**src/core/aux_led_defines.svh**
```systemverilog
`ifndef AUX_LED_DEFINES_SVH
`define AUX_LED_DEFINES_SVH

// ****************************************
// register offsets
// ****************************************
`define AUX_OFS_SINK_CTRL 8'h11
`define AUX_OFS_FADE 8'h13
`define AUX_OFS_SINK0_LEVEL 8'h14
`define AUX_OFS_SINK1_LEVEL 8'h15
`define AUX_OFS_SINK2_LEVEL 8'h16

// ****************************************
// field positions
// ****************************************
`define AUX_FO_MSB 7
`define AUX_FO_LSB 4
`define AUX_FI_MSB 3
`define AUX_FI_LSB 0
`define AUX_LEVEL_MSB 5
`define AUX_LAW_BIT 3
`define AUX_EN_MSB 2

// ****************************************
// reset values
// ****************************************
`define AUX_RST_CTRL 4'h0
`define AUX_RST_FADE 8'h00
`define AUX_RST_LEVEL 6'h00

// ****************************************
// timing
// ****************************************
// fade durations are counted in units of 0.1 s
`define AUX_FADE_UNIT_MS 100
`define AUX_CLK_KHZ 125000
`define AUX_RAMP_STEPS 64
// sub tick: 1/64 of a fade unit, each ramp step takes one sub tick per fade unit of duration
`define AUX_SUBTICK_CYC ((`AUX_FADE_UNIT_MS * `AUX_CLK_KHZ) / `AUX_RAMP_STEPS)
`define AUX_RAMP_FULL 7'h40
`define AUX_LAST_SHORT_CODE 4'hA
`define AUX_SHORT_UNITS 6'h03
`define AUX_LONG_BASE_UNITS 6'h23
`define AUX_LONG_UNITS 6'h05
`define AUX_FIRST_LONG_CODE 6'h0B

`endif

```
**src/core/aux_led_pkg.sv**
```systemverilog
package aux_led_pkg;

	// ****************************************
	// shared types
	// ****************************************
	typedef logic [5:0] level_t;

	typedef struct packed {
		logic law;
		logic en;
		level_t level;
		logic [3:0] fade_in_duration;
		logic [3:0] fade_out_duration;
	} sink_ctrl_t;

	typedef enum logic [3:0] {
		ST_OFF = 4'b0001,
		ST_RISE = 4'b0010,
		ST_ON = 4'b0100,
		ST_FALL = 4'b1000
	} ramp_state_t;

endpackage : aux_led_pkg

```
**src/core/aux_sink_ramp.sv**
```systemverilog
`timescale 1ns/100ps
`include "aux_led_defines.svh"

module aux_sink_ramp
	import aux_led_pkg::*;
(
	input wire logic clk,
	input wire logic rst_n,
	input wire logic clk_en,
	input wire logic sub_tick,
	input sink_ctrl_t ctrl,
	output level_t sink_code
);

	// ****************************************
	// duration decode
	// ****************************************
	// code to duration in 0.1 s units, zero means no fade
	function automatic logic [5:0] dur_units(input logic [3:0] code);
		logic [5:0] c;
		c = {2'h0, code};
		if (code <= `AUX_LAST_SHORT_CODE) begin
			dur_units = c * `AUX_SHORT_UNITS;
		end else begin
			dur_units = `AUX_LONG_BASE_UNITS +
				(c - `AUX_FIRST_LONG_CODE) * `AUX_LONG_UNITS;
		end
	endfunction : dur_units

	ramp_state_t state_q, state_d;
	logic [6:0] pos_q, pos_d;
	logic [5:0] cnt_q, cnt_d;
	level_t code_q, code_d;
	logic [5:0] fi_units, fo_units;
	logic [12:0] lin;
	logic [17:0] sq;

	assign fi_units = dur_units(ctrl.fade_in_duration);
	assign fo_units = dur_units(ctrl.fade_out_duration);

	// ****************************************
	// ramp sequencer
	// ****************************************
	// next state, position and step counter
	always_comb begin
		state_d = state_q;
		pos_d = pos_q;
		cnt_d = cnt_q;
		case (state_q)
			ST_OFF: begin
				if (ctrl.en && fi_units == 6'h00) begin
					pos_d = `AUX_RAMP_FULL;
					state_d = ST_ON;
				end else if (ctrl.en) begin
					cnt_d = 6'h00;
					state_d = ST_RISE;
				end
			end
			ST_RISE: begin
				if (!ctrl.en && fo_units == 6'h00) begin
					pos_d = 7'h00;
					state_d = ST_OFF;
				end else if (!ctrl.en) begin
					cnt_d = 6'h00;
					state_d = ST_FALL;
				end else if (fi_units == 6'h00) begin
					pos_d = `AUX_RAMP_FULL;
					state_d = ST_ON;
				end else if (sub_tick && cnt_q + 6'h01 >= fi_units) begin
					cnt_d = 6'h00;
					pos_d = pos_q + 7'h01;
					if (pos_q == `AUX_RAMP_FULL - 7'h01) begin
						state_d = ST_ON;
					end
				end else if (sub_tick) begin
					cnt_d = cnt_q + 6'h01;
				end
			end
			ST_ON: begin
				if (!ctrl.en && fo_units == 6'h00) begin
					pos_d = 7'h00;
					state_d = ST_OFF;
				end else if (!ctrl.en) begin
					cnt_d = 6'h00;
					state_d = ST_FALL;
				end
			end
			ST_FALL: begin
				if (ctrl.en) begin
					cnt_d = 6'h00;
					state_d = ST_RISE;
				end else if (fo_units == 6'h00) begin
					pos_d = 7'h00;
					state_d = ST_OFF;
				end else if (sub_tick && cnt_q + 6'h01 >= fo_units) begin
					cnt_d = 6'h00;
					pos_d = pos_q - 7'h01;
					if (pos_q == 7'h01) begin
						state_d = ST_OFF;
					end
				end else if (sub_tick) begin
					cnt_d = cnt_q + 6'h01;
				end
			end
			default: begin
				pos_d = 7'h00;
				state_d = ST_OFF;
			end
		endcase
	end

	// ramp shape scaling of the target level
	assign lin = {7'h00, ctrl.level} * {6'h00, pos_q};
	assign sq = {12'h000, ctrl.level} * {11'h000, pos_q} * {11'h000, pos_q};

	always_comb begin
		code_d = ctrl.law ? sq[17:12] : lin[11:6];
	end

	// registers
	always_ff @(posedge clk or negedge rst_n) begin
		if (!rst_n) begin
			state_q <= ST_OFF;
			pos_q <= 7'h00;
			cnt_q <= 6'h00;
			code_q <= 6'h00;
		end else if (clk_en) begin
			state_q <= state_d;
			pos_q <= pos_d;
			cnt_q <= cnt_d;
			code_q <= code_d;
		end
	end

	assign sink_code = code_q;
endmodule : aux_sink_ramp

```
**src/core/aux_aux_fade_durations_current_regs.sv**
```systemverilog
`timescale 1ns/100ps
`include "aux_led_defines.svh"

// Function
// - fade-out code in bits 7..4; zero no fade, 0.3 s steps then 0.5 s
// - fade-in code in bits 3..0, same duration table as fade-out
// - sink 0 keeps a six-bit level in bits 5..0, upper bits unused
// - sink 1 keeps a six-bit level in bits 5..0, upper bits unused
// - sink 2 keeps a six-bit level in bits 5..0, upper bits unused
// - each sink has an enable; set starts fade-in, clear starts fade-out
// - one shared bit picks linear or square ramp shape for all sinks
module aux_aux_fade_durations_current_regs
	import aux_led_pkg::*;
#(
	parameter int unsigned SUBTICK_CYC = `AUX_SUBTICK_CYC
) (
	input wire logic clk,
	input wire logic rst_n,
	input wire logic clk_en,
	input wire logic reg_wr,
	input wire logic reg_rd,
	input wire logic [7:0] reg_addr,
	input wire logic [7:0] reg_wdata,
	output logic [7:0] reg_rdata,
	output logic [2:0][5:0] sink_code
);

	// ****************************************
	// register file
	// ****************************************
	logic law_q, law_d;
	logic [2:0] en_q, en_d;
	logic [3:0] fo_q, fo_d, fi_q, fi_d;
	level_t [2:0] lvl_q, lvl_d;
	logic [7:0] rdata_q, rdata_d;
	logic [17:0] tick_cnt_q, tick_cnt_d;
	logic sub_tick;
	logic wr_go;
	logic rd_go;

	assign wr_go = reg_wr && clk_en;
	assign rd_go = reg_rd && clk_en;

	// write decode
	always_comb begin
		law_d = law_q;
		en_d = en_q;
		fo_d = fo_q;
		fi_d = fi_q;
		lvl_d = lvl_q;
		if (wr_go) begin
			case (reg_addr)
				`AUX_OFS_SINK_CTRL: begin
					law_d = reg_wdata[`AUX_LAW_BIT];
					en_d = reg_wdata[`AUX_EN_MSB:0];
				end
				`AUX_OFS_FADE: begin
					fo_d = reg_wdata[`AUX_FO_MSB:`AUX_FO_LSB];
					fi_d = reg_wdata[`AUX_FI_MSB:`AUX_FI_LSB];
				end
				`AUX_OFS_SINK0_LEVEL: begin
					lvl_d[0] = reg_wdata[`AUX_LEVEL_MSB:0];
				end
				`AUX_OFS_SINK1_LEVEL: begin
					lvl_d[1] = reg_wdata[`AUX_LEVEL_MSB:0];
				end
				`AUX_OFS_SINK2_LEVEL: begin
					lvl_d[2] = reg_wdata[`AUX_LEVEL_MSB:0];
				end
				default: begin
					law_d = law_q;
				end
			endcase
		end
	end

	// read mux, unused bits and unmapped offsets read zero
	always_comb begin
		rdata_d = rdata_q;
		if (rd_go) begin
			case (reg_addr)
				`AUX_OFS_SINK_CTRL: rdata_d = {4'h0, law_q, en_q};
				`AUX_OFS_FADE: rdata_d = {fo_q, fi_q};
				`AUX_OFS_SINK0_LEVEL: rdata_d = {2'h0, lvl_q[0]};
				`AUX_OFS_SINK1_LEVEL: rdata_d = {2'h0, lvl_q[1]};
				`AUX_OFS_SINK2_LEVEL: rdata_d = {2'h0, lvl_q[2]};
				default: rdata_d = 8'h00;
			endcase
		end
	end

	always_ff @(posedge clk or negedge rst_n) begin
		if (!rst_n) begin
			{law_q, en_q} <= `AUX_RST_CTRL;
			{fo_q, fi_q} <= `AUX_RST_FADE;
			lvl_q <= {3{`AUX_RST_LEVEL}};
			rdata_q <= 8'h00;
		end else begin
			law_q <= law_d;
			en_q <= en_d;
			fo_q <= fo_d;
			fi_q <= fi_d;
			lvl_q <= lvl_d;
			rdata_q <= rdata_d;
		end
	end

	assign reg_rdata = rdata_q;

	// ****************************************
	// step time base
	// ****************************************
	// free-running sub tick, one pulse per 1/64 of a fade unit
	always_comb begin
		tick_cnt_d = tick_cnt_q + 18'h00001;
		if (tick_cnt_q == 18'(SUBTICK_CYC - 1)) begin
			tick_cnt_d = 18'h00000;
		end
	end

	always_ff @(posedge clk or negedge rst_n) begin
		if (!rst_n) begin
			tick_cnt_q <= 18'h00000;
		end else if (clk_en) begin
			tick_cnt_q <= tick_cnt_d;
		end
	end

	assign sub_tick = (tick_cnt_q == 18'(SUBTICK_CYC - 1));

	// ****************************************
	// sink ramps
	// ****************************************
	// one ramp engine per sink, sharing law and fade codes
	for (genvar i = 0; i < 3; i++) begin : g_sink
		sink_ctrl_t ctrl;
		assign ctrl = {
			law_q,
			en_q[i],
			lvl_q[i],
			fi_q,
			fo_q
		};
		aux_sink_ramp u_ramp (
			.clk(clk),
			.rst_n(rst_n),
			.clk_en(clk_en),
			.sub_tick(sub_tick),
			.ctrl(ctrl),
			.sink_code(sink_code[i])
		);
	end

	// offsets that decode to a register, for the unmapped read check
	logic addr_hit;
	assign addr_hit = reg_addr inside {`AUX_OFS_SINK_CTRL, `AUX_OFS_FADE,
		`AUX_OFS_SINK0_LEVEL, `AUX_OFS_SINK1_LEVEL, `AUX_OFS_SINK2_LEVEL};
endmodule : aux_aux_fade_durations_current_regs

```
**config.mk**
```make
export PLATFORM = sky130hd
export DESIGN_NAME = aux_aux_fade_durations_current_regs
export DESIGN_NICKNAME = d
export VERILOG_FILES = /design/src/core/aux_led_pkg.sv /design/src/core/aux_sink_ramp.sv /design/src/core/aux_aux_fade_durations_current_regs.sv
export VERILOG_INCLUDE_DIRS = /design/src /design/src/core
export SDC_FILE = /design/constraint.sdc
export NUM_CORES = 1
export LEC_CHECK = 0
export BUFFER_PORTS_ARGS = -buffer_cell sky130_fd_sc_hd__buf_2
export CORE_MARGIN = 3
export CORE_UTILIZATION = 50
export CTS_BUF_LIST = sky130_fd_sc_hd__clkbuf_16
export CTS_CLUSTER_DIAMETER = 120
export DETAILED_ROUTE_END_ITERATION = 8
export PLACE_DENSITY_LB_ADDON = 0.3
export SYNTH_ARGS = -nofsm -noshare
export SYNTH_HDL_FRONTEND = slang
export SYNTH_SLANG_ARGS = --single-unit
```
**constraint.sdc**
```tcl
create_clock -name clk -period 10.3 [get_ports clk]
set_input_delay 2.06 -clock clk [delete_from_list [all_inputs] [get_ports clk]]
set_output_delay 2.06 -clock clk [all_outputs]
set_load 0.05 [all_outputs]
```
## Word level (Yosys, flattened, before mapping)

Index checks and enable logic that the tools add are counted.

- Add/sub/neg operators: 14
- Multipliers: 13
- Div/mod/pow operators: 0
- Magnitude comparators: 8
- Equal/unequal tests: 81
- Shifts and indexed selects: 0
- Mux-type cells: 118
- Bitwise operators: 0
- Reductions and logical operators: 36

Operators by type and width:

| kind | number |
|---|---|
| 2-to-1 mux 6 bit | 41 |
| 2-to-1 mux 7 bit | 27 |
| 2-to-1 mux 4 bit | 39 |
| one-hot mux 7 bit (4 select lines) | 3 |
| one-hot mux 6 bit (4 select lines) | 3 |
| multiplier 13 x 7 -> 18 bit | 3 |
| one-hot mux 4 bit (4 select lines) | 3 |
| AND reduction 7 bit | 6 |
| == test 8 x 5 -> 1 bit (second input constant) | 5 |
| one-hot mux 8 bit (5 select lines) | 1 |
| multiplier 6 x 7 -> 13 bit | 3 |
| >= comparator 6 bit | 6 |
| multiplier 6 x 7 -> 12 bit | 3 |
| != test 2 bit (second input constant) | 18 |
| != test 3 x 2 -> 1 bit (second input constant) | 11 |
| AND reduction 9 bit | 3 |
| adder 7 x 1 -> 7 bit (second input constant) | 3 |
| == test 7 x 1 -> 1 bit (second input constant) | 3 |
| == test 7 x 6 -> 1 bit (second input constant) | 3 |
| subtractor 7 x 1 -> 7 bit (second input constant) | 3 |
| != test 5 x 3 -> 1 bit (second input constant) | 4 |
| adder 18 x 1 -> 18 bit (second input constant) | 1 |
| adder 6 x 1 -> 6 bit (second input constant) | 3 |
| == test 18 bit (second input constant) | 1 |
| other kinds (22) | 74 |

- Register bits after elaboration: 125
- Latch bits: 0
- Memory bits (writable): 0
- ROM bits: 0
- Output and inout port bits: 26
- Word-level logic and storage cells: 291
- Memories: 0

## Longest topological paths before layout

Gate-level depths: netlist of run 1.

- Word-level depth: 11
- Mapped depth: 33
- Mapped depth without buffers: 31

## By module

Synthesis of run 1 repeated with hierarchy kept, for this count alone.

- Cells, all modules: 2,517
- Area total of the unflattened synthesis: 22,469.0 µm²

By module, submodules not included:

| module | times used | cells each | area an instance (µm²) |
|---|---|---|---|
| aux_sink_ramp at g_sink[1].u_ramp | 1 | 777 | 6,710.2 |
| aux_sink_ramp at g_sink[2].u_ramp | 1 | 765 | 6,545.0 |
| aux_sink_ramp at g_sink[0].u_ramp | 1 | 741 | 6,498.7 |
| aux_aux_fade_durations_current_regs | 1 | 234 | 2,715.1 |

## Worst setup path after synthesis of run 1

OpenSTA, ideal clock, no wires.

- Kind: reg2reg
- Start point: reg g_sink[2].u_ramp.pos_q[1]
- End point: reg g_sink[2].u_ramp.code_q[5]
- Arrival time: 8.253 ns
- Data required time: 10.180 ns
- Setup slack: 1.927 ns
- Cell stages (with the launch flop): 32
- Buffers on the path: 2
- Clock period less this slack: 8.373 ns
- Cells stage by stage: dfrtp_1 > buf_1 > clkbuf_1 > nand2_1 > fa_1 > fa_1 > fa_1 > inv_1 > ha_1 > a21o_1 > a21oi_1 > nor2b_1 > o21a_1 > o41ai_1 > xnor2_1 > and2_1 > fa_1 > fa_1 > fa_1 > inv_1 > fa_1 > inv_1 > ha_1 > a2111oi_0 > o21ai_0 > o21ai_0 > o31ai_1 > a21oi_1 > inv_1 > a21oi_1 > xnor3_1 > a31o_2

- Longest elaborated chain between the ends: 3
- Elaborated cells on any way between the ends: 4

RTL lines:

| what | RTL line | text |
|---|---|---|
| start, declared | aux_sink_ramp.sv:31 | `logic [6:0] pos_q, pos_d;` |
| start signal, assigned | aux_sink_ramp.sv:129 | `pos_q <= pos_d;` |
| multiplier 6 x 7 -> 13 bit | aux_sink_ramp.sv:114 | `assign sq = {12'h000, ctrl.level} * {11'h000, pos_q} * {11'h000, pos_q};` |
| multiplier 13 x 7 -> 18 bit | aux_sink_ramp.sv:114 |  |
| 2-to-1 mux 6 bit * | aux_sink_ramp.sv:117 | `code_d = ctrl.law ? sq[17:12] : lin[11:6];` |
| end signal, assigned | aux_sink_ramp.sv:131 | `code_q <= code_d;` |
| end, declared | aux_sink_ramp.sv:33 | `level_t code_q, code_d;` |

Every way passes the cells marked *; elsewhere a longest branch is shown, timed or not.
A chain may end at the register's enable or synchronous reset.

## Worst setup path after layout of run 1

- Start point: reg g_sink[0].u_ramp.pos_q[3]
- End point: reg g_sink[0].u_ramp.code_q[5]

- Longest elaborated chain between the ends: 3
- Elaborated cells on any way between the ends: 4

RTL lines:

| what | RTL line |
|---|---|
| start, declared | aux_sink_ramp.sv:31 |
| start signal, assigned | aux_sink_ramp.sv:129 |
| multiplier 6 x 7 -> 13 bit | aux_sink_ramp.sv:114 |
| multiplier 13 x 7 -> 18 bit | aux_sink_ramp.sv:114 |
| 2-to-1 mux 6 bit * | aux_sink_ramp.sv:117 |
| end signal, assigned | aux_sink_ramp.sv:131 |
| end, declared | aux_sink_ramp.sv:33 |

Marks and branches as above.

==> results.sh, run 1 <==
export IMPL_clkTransAtPathRegs_ns=0.07
export IMPL_wl_met2_um=22700
export IMPL_required_ns=10.63
export IMPL_ant_nets=0
export IMPL_io_pins=47
export IMPL_vias_per_cell=5.70
export IMPL_rsz0062_at_grt="no"
export IMPL_fin_area_mm2=0.0212
export IMPL_fillers=3525
export IMPL_grt_max_degree=66
export IMPL_synth_top_cell_area_share_pct=22.4
export IMPL_period_share_pct=88.1
export IMPL_synth_largest_area_cell="fa_1"
export IMPL_grt_pass1_vias=16000
export IMPL_drt_iter0_drc=1054
export IMPL_synthTopCellsByCount="292 x inv_1, 249 x and2_1, 227 x ha_1, 223 x fa_1, 212 x nand2_1"
export IMPL_combPwrFrac_pct=36.3
export IMPL_r2r_setup_slack_ns=1.22
export IMPL_start_util_pct=51.0
export IMPL_drive_gt1_share_pct=6.65
export IMPL_cts_root_buf="clkbuf_16"
export IMPL_powerDensity_mw_per_mm2=102
export IMPL_cts_buffers=17
export IMPL_core_mm2=0.0390
export IMPL_hold_class="register to register"
export IMPL_cts_resized=0
export IMPL_synthCells=2268
export IMPL_hpwlAfterDp_um=36000
export IMPL_synth_edff_count=0
export IMPL_vdd_drop_max_uv=141
export IMPL_setup_violations=0
export IMPL_syn_to_final_growth_pct=6.43
export IMPL_num_antenna_cells=0
export IMPL_path_max_fanout=25
export IMPL_tightest_slew_ns=1.02
export IMPL_final_core_util_pct=54.3
export IMPL_max_stage_delay_ns=0.84
export IMPL_cp_depth=26
export IMPL_postSynthAreaPerCell_um2=8.77
export IMPL_endpoint="g_sink[0].u_ramp.sink_code[5]"
export IMPL_numClockSinks=125
export IMPL_clock_latency_ns=0.44
export IMPL_internal_power_mw=1.24
export IMPL_yosysWarnings=0
export IMPL_fp_dieW_um=205
export IMPL_multi_input_area_mm2=0.0153
export IMPL_async_flop_share_pct=100
export IMPL_path_class="register to register"
export IMPL_place_congestion=0.876
export IMPL_drtPass1Iterations=5
export IMPL_pwr_share_seq_pct=33.0
export IMPL_p_leak_nw=10.8
export IMPL_wl_um=47300
export IMPL_synth_most_common_cell="inv_1"
export IMPL_dpl_instance_area_mm2=0.0206
export IMPL_cts_max_path_buffers=2
export IMPL_worstPathArrival_ns=9.41
export IMPL_fin_cells=2788
export IMPL_die_h_um=205
export IMPL_fp_dieArea_mm2=0.0422
export IMPL_status="complete, no violations"
export IMPL_syn_area_mm2=0.0199
export IMPL_grt_overflow_total=0
export IMPL_switching_power_mw=0.914
export IMPL_drv_slew=0
export IMPL_max_cap_viol_count=0
export IMPL_pwr_share_clk_pct=30.7
export IMPL_ys_seq_area_share_pct=15.7
export IMPL_fin_setup_tns_ns=0
export IMPL_r2r_end="g_sink[0].u_ramp.sink_code[5]"
export IMPL_yosys_top_cells_area="fa_1 22%, dfrtp_1 15%, ha_1 14%"
export IMPL_ys_flop_type="dfrtp_1"
export IMPL_antenna_found_initial=1
export IMPL_drt_wirelength_per_cell_um=17.0
export IMPL_relSlewSlack_pct=30.8
export IMPL_drt_met1_wl_um=21400
export IMPL_crit_path_top_delay_cell="dfrtp_1"
export IMPL_ys_seq_elements=125
export IMPL_skew_ns=0.0121
export IMPL_finalHoldViolCount=0
export IMPL_max_freq_ghz=0.110
export IMPL_grt_pass1_wl_um=79300
export IMPL_regArea_mm2=0.00313
export IMPL_portBuffers=46
export IMPL_worstSetupStartpoint="g_sink[0].u_ramp.pos_q[3]"
export IMPL_nets=2728
export IMPL_reg2reg_depth=26
export IMPL_syn_num_nets=2739
export IMPL_placed_cells=2756
export IMPL_vias=15900
export IMPL_cts_hold_repair_buffers=0
export IMPL_rows=72
export IMPL_start_kind="register"
export IMPL_cp_num_buf_inv=4
export IMPL_crit_top_cell="fa_1"
export IMPL_top_layer="met5"
export IMPL_synth_cell_types=84
export IMPL_post_cts_buffers=0
export IMPL_h_tree_depth=4
export IMPL_cp_top_family="adder cells"
export IMPL_hold_ws_ns=0.483
export IMPL_fin_crit_ns=9.08
export IMPL_drc=0
export IMPL_r2r_start="g_sink[0].u_ramp.pos_q[3]"
export IMPL_netSwitchingFraction_pct=42.4
export IMPL_tritoncts="done"
export IMPL_met3_length_um=1940
export IMPL_grt_usage_pct=22.9
export IMPL_endpoint_kind="register"
worst reg2reg max path, delay by kind of cell (launching register included):
family,cells,cell delay (ns)
flip-flops,1,0.84
adder cells (fa/ha/maj),9,4.08
AND/OR/NAND/NOR,3,0.58
AO/OA/AOI/OAI,8,2.66
buffers and inverters,4,0.19
XOR/XNOR,2,0.61
power by group through the flow:
| stage | clock network (mW) | logic, mW | registers (mW) |
|---|---|---|---|
| finish | 0.661 | 0.783 | 0.710 |
| global route | 0.687 | 0.876 | 0.726 |
| CTS | 0.668 | 0.779 | 0.707 |
| detailed placement | 0 | 0.774 | 0.715 |
| global placement | 0 | 0.751 | 0.711 |
| floorplan | 0 | 0.643 | 0.624 |
cell families after synthesis:
family          Yosys count  share of synthesized area, %
fa+ha+maj               450                          36.7
flops                   125                          15.7
mux                      59                          3.21
buf+inv                 388                          7.43
simple gates            787                          20.4
compound gates          373                          12.4
xor+xnor                 86                          4.06
layout make-up:
class | count | area share (%)
Clock buffer | 17 | 2.01
Clock inverter | 15 | 0.951
Inverter | 292 | 5.18
Multi-Input combinational cell | 1755 | 72.2
Sequential cell | 125 | 14.8
Tap cell | 518 | 3.06
Timing Repair Buffer | 66 | 1.83
how the worst min path moves through the flow:
stage / cells past startpoint / endpoint / slack [ns] / startpoint
2_1_floorplan: 1 / tick_cnt_q[16] / 0.46 / tick_cnt_q[16]
3_3_place_gp: 2 / reg_rdata[3] / 0.47 / reg_rdata[3]
3_5_place_dp: 2 / reg_rdata[4] / 0.47 / reg_rdata[4]
4_1_cts: 2 / reg_rdata[0] / 0.49 / reg_rdata[0]
5_1_grt: 2 / reg_rdata[4] / 0.51 / reg_rdata[4]
6_report: 2 / reg_rdata[0] / 0.48 / reg_rdata[0]
state kept, by name (all words and copies together), names as in the netlist, 4 cells and up:
register	count
tick_cnt_q	18
g_sink.ctrl	18
fi_q	4
g_sink.u_ramp.pos_q	21
g_sink.u_ramp.cnt_q	18
g_sink.u_ramp.sink_code	18
g_sink.u_ramp.state_q	12
reg_rdata	8
fo_q	4
stage by stage:
stage / power, mW / setup WS [ns]
after global placement: 1.46 / 1.46
after detailed placement: 1.49 / 1.33
after global routing: 2.29 / 0.511
final: 2.15 / 1.22
after floorplan: 1.27 / 1.93
after CTS: 2.15 / 1.29
layer usage:
| metal | vias up | global-route usage (%) |
|---|---|---|
| met5 | - | 0 |
| met4 | 2 | 7.18 |
| met2 | 401 | 38.6 |
| li1 | 7520 | - |
| met3 | 75 | 2.33 |
| met1 | 7897 | 31.2 |
layout by cell type, fill, tap and decap left out, drive strengths merged, types with 6 or more instances in the layout:
| master | instances |
|---|---|
| a211oi | 14 |
| a21o | 20 |
| a21oi | 85 |
| a22o | 9 |
| a22oi | 9 |
| a31oi | 15 |
| and2 | 249 |
| and3 | 29 |
| buf | 66 |
| clkbuf | 17 |
| dfrtp | 122 |
| fa | 223 |
| ha | 227 |
| inv | 299 |
| mux2 | 27 |
| mux2i | 32 |
| nand2 | 215 |
| nand2b | 19 |
| nand3 | 36 |
| nand4 | 16 |
| nor2 | 122 |
| nor2b | 18 |
| nor3 | 30 |
| nor3b | 7 |
| nor4 | 11 |
| o211ai | 12 |
| o21a | 9 |
| o21ai | 94 |
| o21bai | 7 |
| o22a | 6 |
| o22ai | 11 |
| o31ai | 27 |
| or3 | 13 |
| xnor2 | 57 |
| xor2 | 25 |
Note: power is estimated with default switching activity, not from simulation.
==> inputs of run 2 (changes only) <==
--- a/config.mk
+++ b/config.mk
@@ -6,6 +6,7 @@
 export SDC_FILE = /design/constraint.sdc
 export NUM_CORES = 1
 export LEC_CHECK = 0
+export ABC_AREA = 1
 export BUFFER_PORTS_ARGS = -buffer_cell sky130_fd_sc_hd__buf_2
 export CORE_MARGIN = 3
 export CORE_UTILIZATION = 50
==> run 2 against run 1 <==
Register-to-register slack better by 0.91 ns. Critical path depth grew 4. Design area rose by 7.6%. Utilization down 0.44 points. Non-clock buffer count is 15 lower. Combinational power rose by 27%. Via count increased by 22%. Clock-buffer cell count stayed put. Clock power is 9.1% lower.
==> results.sh, run 2 <==
export IMPL_syn_to_final_growth_pct=5.44
export IMPL_fin_area_mm2=0.0228
export IMPL_hold_start="g_sink[1].u_ramp.state_q[0]"
export IMPL_final_cell_mix="778 x nand2_1, 612 x inv_1, 276 x nor2_1"
export IMPL_internal_power_mw=1.22
export IMPL_synthCells=3058
export IMPL_crit_path_top_delay_cell="dfrtp_1"
export IMPL_h_tree_depth=4
export IMPL_wl_um=54900
export IMPL_rsz0062_at_grt="no"
export IMPL_powerDensity_mw_per_mm2=105
export IMPL_setup_slack_ns=2.14
export IMPL_r2r_setup_slack_ns=2.14
export IMPL_drt_wirelength_per_cell_um=15.1
export IMPL_clock_latency_ns=0.44
export IMPL_hold_class="register to register"
export IMPL_path_class="register to register"
export IMPL_synth_largest_area_cell="fa_1"
export IMPL_ys_seq_elements=125
export IMPL_synth_most_common_cell="nand2_1"
export IMPL_post_cts_buffers=0
export IMPL_switching_power_mw=1.18
export IMPL_core_mm2=0.0423
export IMPL_min_to="g_sink[1].u_ramp.state_q[0]"
export IMPL_cts_hold_repair_buffers=0
export IMPL_cts_root_buf="clkbuf_16"
export IMPL_grt_usage_pct=24.7
export IMPL_r2r_start="g_sink[2].u_ramp.pos_q[0]"
export IMPL_start_kind="register"
export IMPL_skew_ns=0.0114
export IMPL_max_cap_viol_count=0
export IMPL_cts_max_path_buffers=2
export IMPL_max_stage_delay_ns=0.82
export IMPL_grt_pass1_wl_um=95300
export IMPL_fin_setup_tns_ns=0
export IMPL_rows=75
export IMPL_largest_reg_flops=21
export IMPL_fin_crit_ns=8.16
export IMPL_endpoint_kind="register"
export IMPL_pre_cts_ws_ns=2.20
export IMPL_combPwrFrac_pct=41.6
export IMPL_synth_top_cell_area_share_pct=20.7
export IMPL_portBuffers=46
export IMPL_grt_overflow_total=0
export IMPL_cts_resized=0
export IMPL_grt_max_degree=65
export IMPL_synth_cell_types=54
export IMPL_hpwlAfterDp_um=43400
export IMPL_relSlewSlack_pct=30.9
export IMPL_die_h_um=214
export IMPL_start_util_pct=51.1
export IMPL_period_share_pct=79.2
export IMPL_status="complete, no violations"
export IMPL_ant_nets=0
export IMPL_fillers=4066
export IMPL_pwr_share_seq_pct=33.4
export IMPL_synthTopCellsByCount="778 x nand2_1, 612 x inv_1, 276 x nor2_1, 227 x ha_1, 223 x fa_1"
export IMPL_finalHoldViolCount=0
export IMPL_p_leak_nw=13.0
export IMPL_hold_ws_ns=0.473
export IMPL_setup_violations=0
export IMPL_drt_iter0_drc=1749
export IMPL_cts_buffers=17
export IMPL_drv_slew=0
export IMPL_tritoncts="done"
export IMPL_reg2reg_depth=30
export IMPL_r2r_end="g_sink[2].u_ramp.sink_code[2]"
export IMPL_num_antenna_cells=0
export IMPL_io_pins=47
export IMPL_dpl_instance_area_mm2=0.0222
export IMPL_drtPass1Iterations=6
export IMPL_yosys_top_cells_area="fa_1 21%, dfrtp_1 14%, nand2_1 14%"
export IMPL_yosysWarnings=0
export IMPL_worstPathArrival_ns=8.51
export IMPL_netSwitchingFraction_pct=49.3
export IMPL_worstSetupStartpoint="g_sink[2].u_ramp.pos_q[0]"
export IMPL_antenna_found_initial=0
export IMPL_fp_dieArea_mm2=0.0458
export IMPL_syn_num_nets=3529
export IMPL_required_ns=10.65
export IMPL_ys_flop_type="dfrtp_1"
export IMPL_ys_seq_area_share_pct=14.5
export IMPL_place_congestion=0.929
export IMPL_grt_pass1_vias=19700
export IMPL_vias_per_cell=5.36
export IMPL_numClockSinks=125
export IMPL_vias=19400
export IMPL_postSynthAreaPerCell_um2=7.07
export IMPL_drc=0
export IMPL_path_max_fanout=21
export IMPL_drive_gt1_share_pct=5.52
export IMPL_fp_dieW_um=214
export IMPL_async_flop_share_pct=100
export IMPL_max_freq_ghz=0.123
export IMPL_clkTransAtPathRegs_ns=0.07
export IMPL_vdd_drop_max_uv=106
export IMPL_final_common_cell="nand2_1"
export IMPL_whs_path_depth=2
export IMPL_tightest_slew_ns=1.04
export IMPL_nets=3504
export IMPL_pwr_share_clk_pct=25.1
export IMPL_synth_edff_count=0
export IMPL_largest_register="g_sink.u_ramp.pos_q"
export IMPL_syn_area_mm2=0.0216
[run 2: cell types whose count changed in the layout (fill, tap and decap cells not counted), sizes merged, moves of 23 or more]
cell   previous run  this run
nand2           215       798
inv             299       631
and2            249         0
nor2            122       290
nand3            36       198
xnor2            57        19
xor2             25        58
mux2i            32         0
and3             29         0
nand4            16        44
mux2             27         0
o31ai            27         4
[run 2: layout make-up]
| cell class | count | area, um^2 | area share [%] |
|---|---|---|---|
| well taps | 577 | 722 | 3.17 |
| flip-flops and latches | 125 | 3130 | 13.7 |
| clock buffers | 17 | 425 | 1.87 |
| repair buffers | 51 | 274 | 1.20 |
| inverters | 632 | 2370 | 10.4 |
| multi-input cells | 2206 | 15700 | 69.0 |
| clock inverters | 15 | 150 | 0.659 |
[run 2: kinds of logic after synthesis]
group,count (synthesis),share of synthesized area (%)
flops,125,14.5
compound gates,293,8.06
buf+inv,727,12.8
simple gates,1386,27.7
xor+xnor,77,3.12
fa+ha+maj,450,33.8
[run 2: stage by stage]
stage / power [mW] / cells / util (%)
after floorplan: 1.52 / 3058 / -
after global placement: 1.76 / 3591 / 52.5
after detailed placement: 1.79 / 3591 / 52.5
after CTS: 2.39 / 3623 / 53.9
after global routing: 2.57 / 3623 / 53.9
final: 2.40 / 3623 / 53.9
[run 2: metal layers]
| layer | track usage (%) | wire, um | vias to the layer above |
|---|---|---|---|
| li1 | - | - | 9404 |
| met1 | 33.6 | 24800 | 9378 |
| met2 | 42.1 | 26500 | 563 |
| met3 | 2.13 | 2480 | 79 |
| met4 | 7.32 | 1070 | 0 |
| met5 | 0 | 0 | - |
[run 2: worst max-delay path by stage]
stage                                    end  cells after the start
4_1_cts        g_sink[1].u_ramp.sink_code[0]                     28
2_1_floorplan  g_sink[0].u_ramp.sink_code[2]                     32
3_3_place_gp   g_sink[1].u_ramp.sink_code[0]                     28
5_1_grt        g_sink[2].u_ramp.sink_code[2]                     31
6_report       g_sink[2].u_ramp.sink_code[2]                     30
3_5_place_dp   g_sink[2].u_ramp.sink_code[2]                     30
[run 2: worst max-delay path: cells and delay by family (launching register included)]
| kind | cells | cell delay [ns] |
|---|---|---|
| buffers and inverters | 5 | 0.24 |
| AOI/OAI and AO/OA | 6 | 1.02 |
| and+or+nand+nor | 9 | 0.81 |
| xor gates and xnor gates | 1 | 0.79 |
| adders and majority gates | 9 | 4.37 |
| DFF | 1 | 0.82 |
[run 2: power by group through the flow]
stage          clock network, mW  registers, mW  logic (mW)
6_report                   0.601          0.800       0.996
5_1_grt                    0.634          0.820        1.12
4_1_cts                    0.609          0.793       0.988
3_5_place_dp                   0          0.802       0.983
3_3_place_gp                   0          0.797       0.963
2_1_floorplan                  0          0.640       0.880
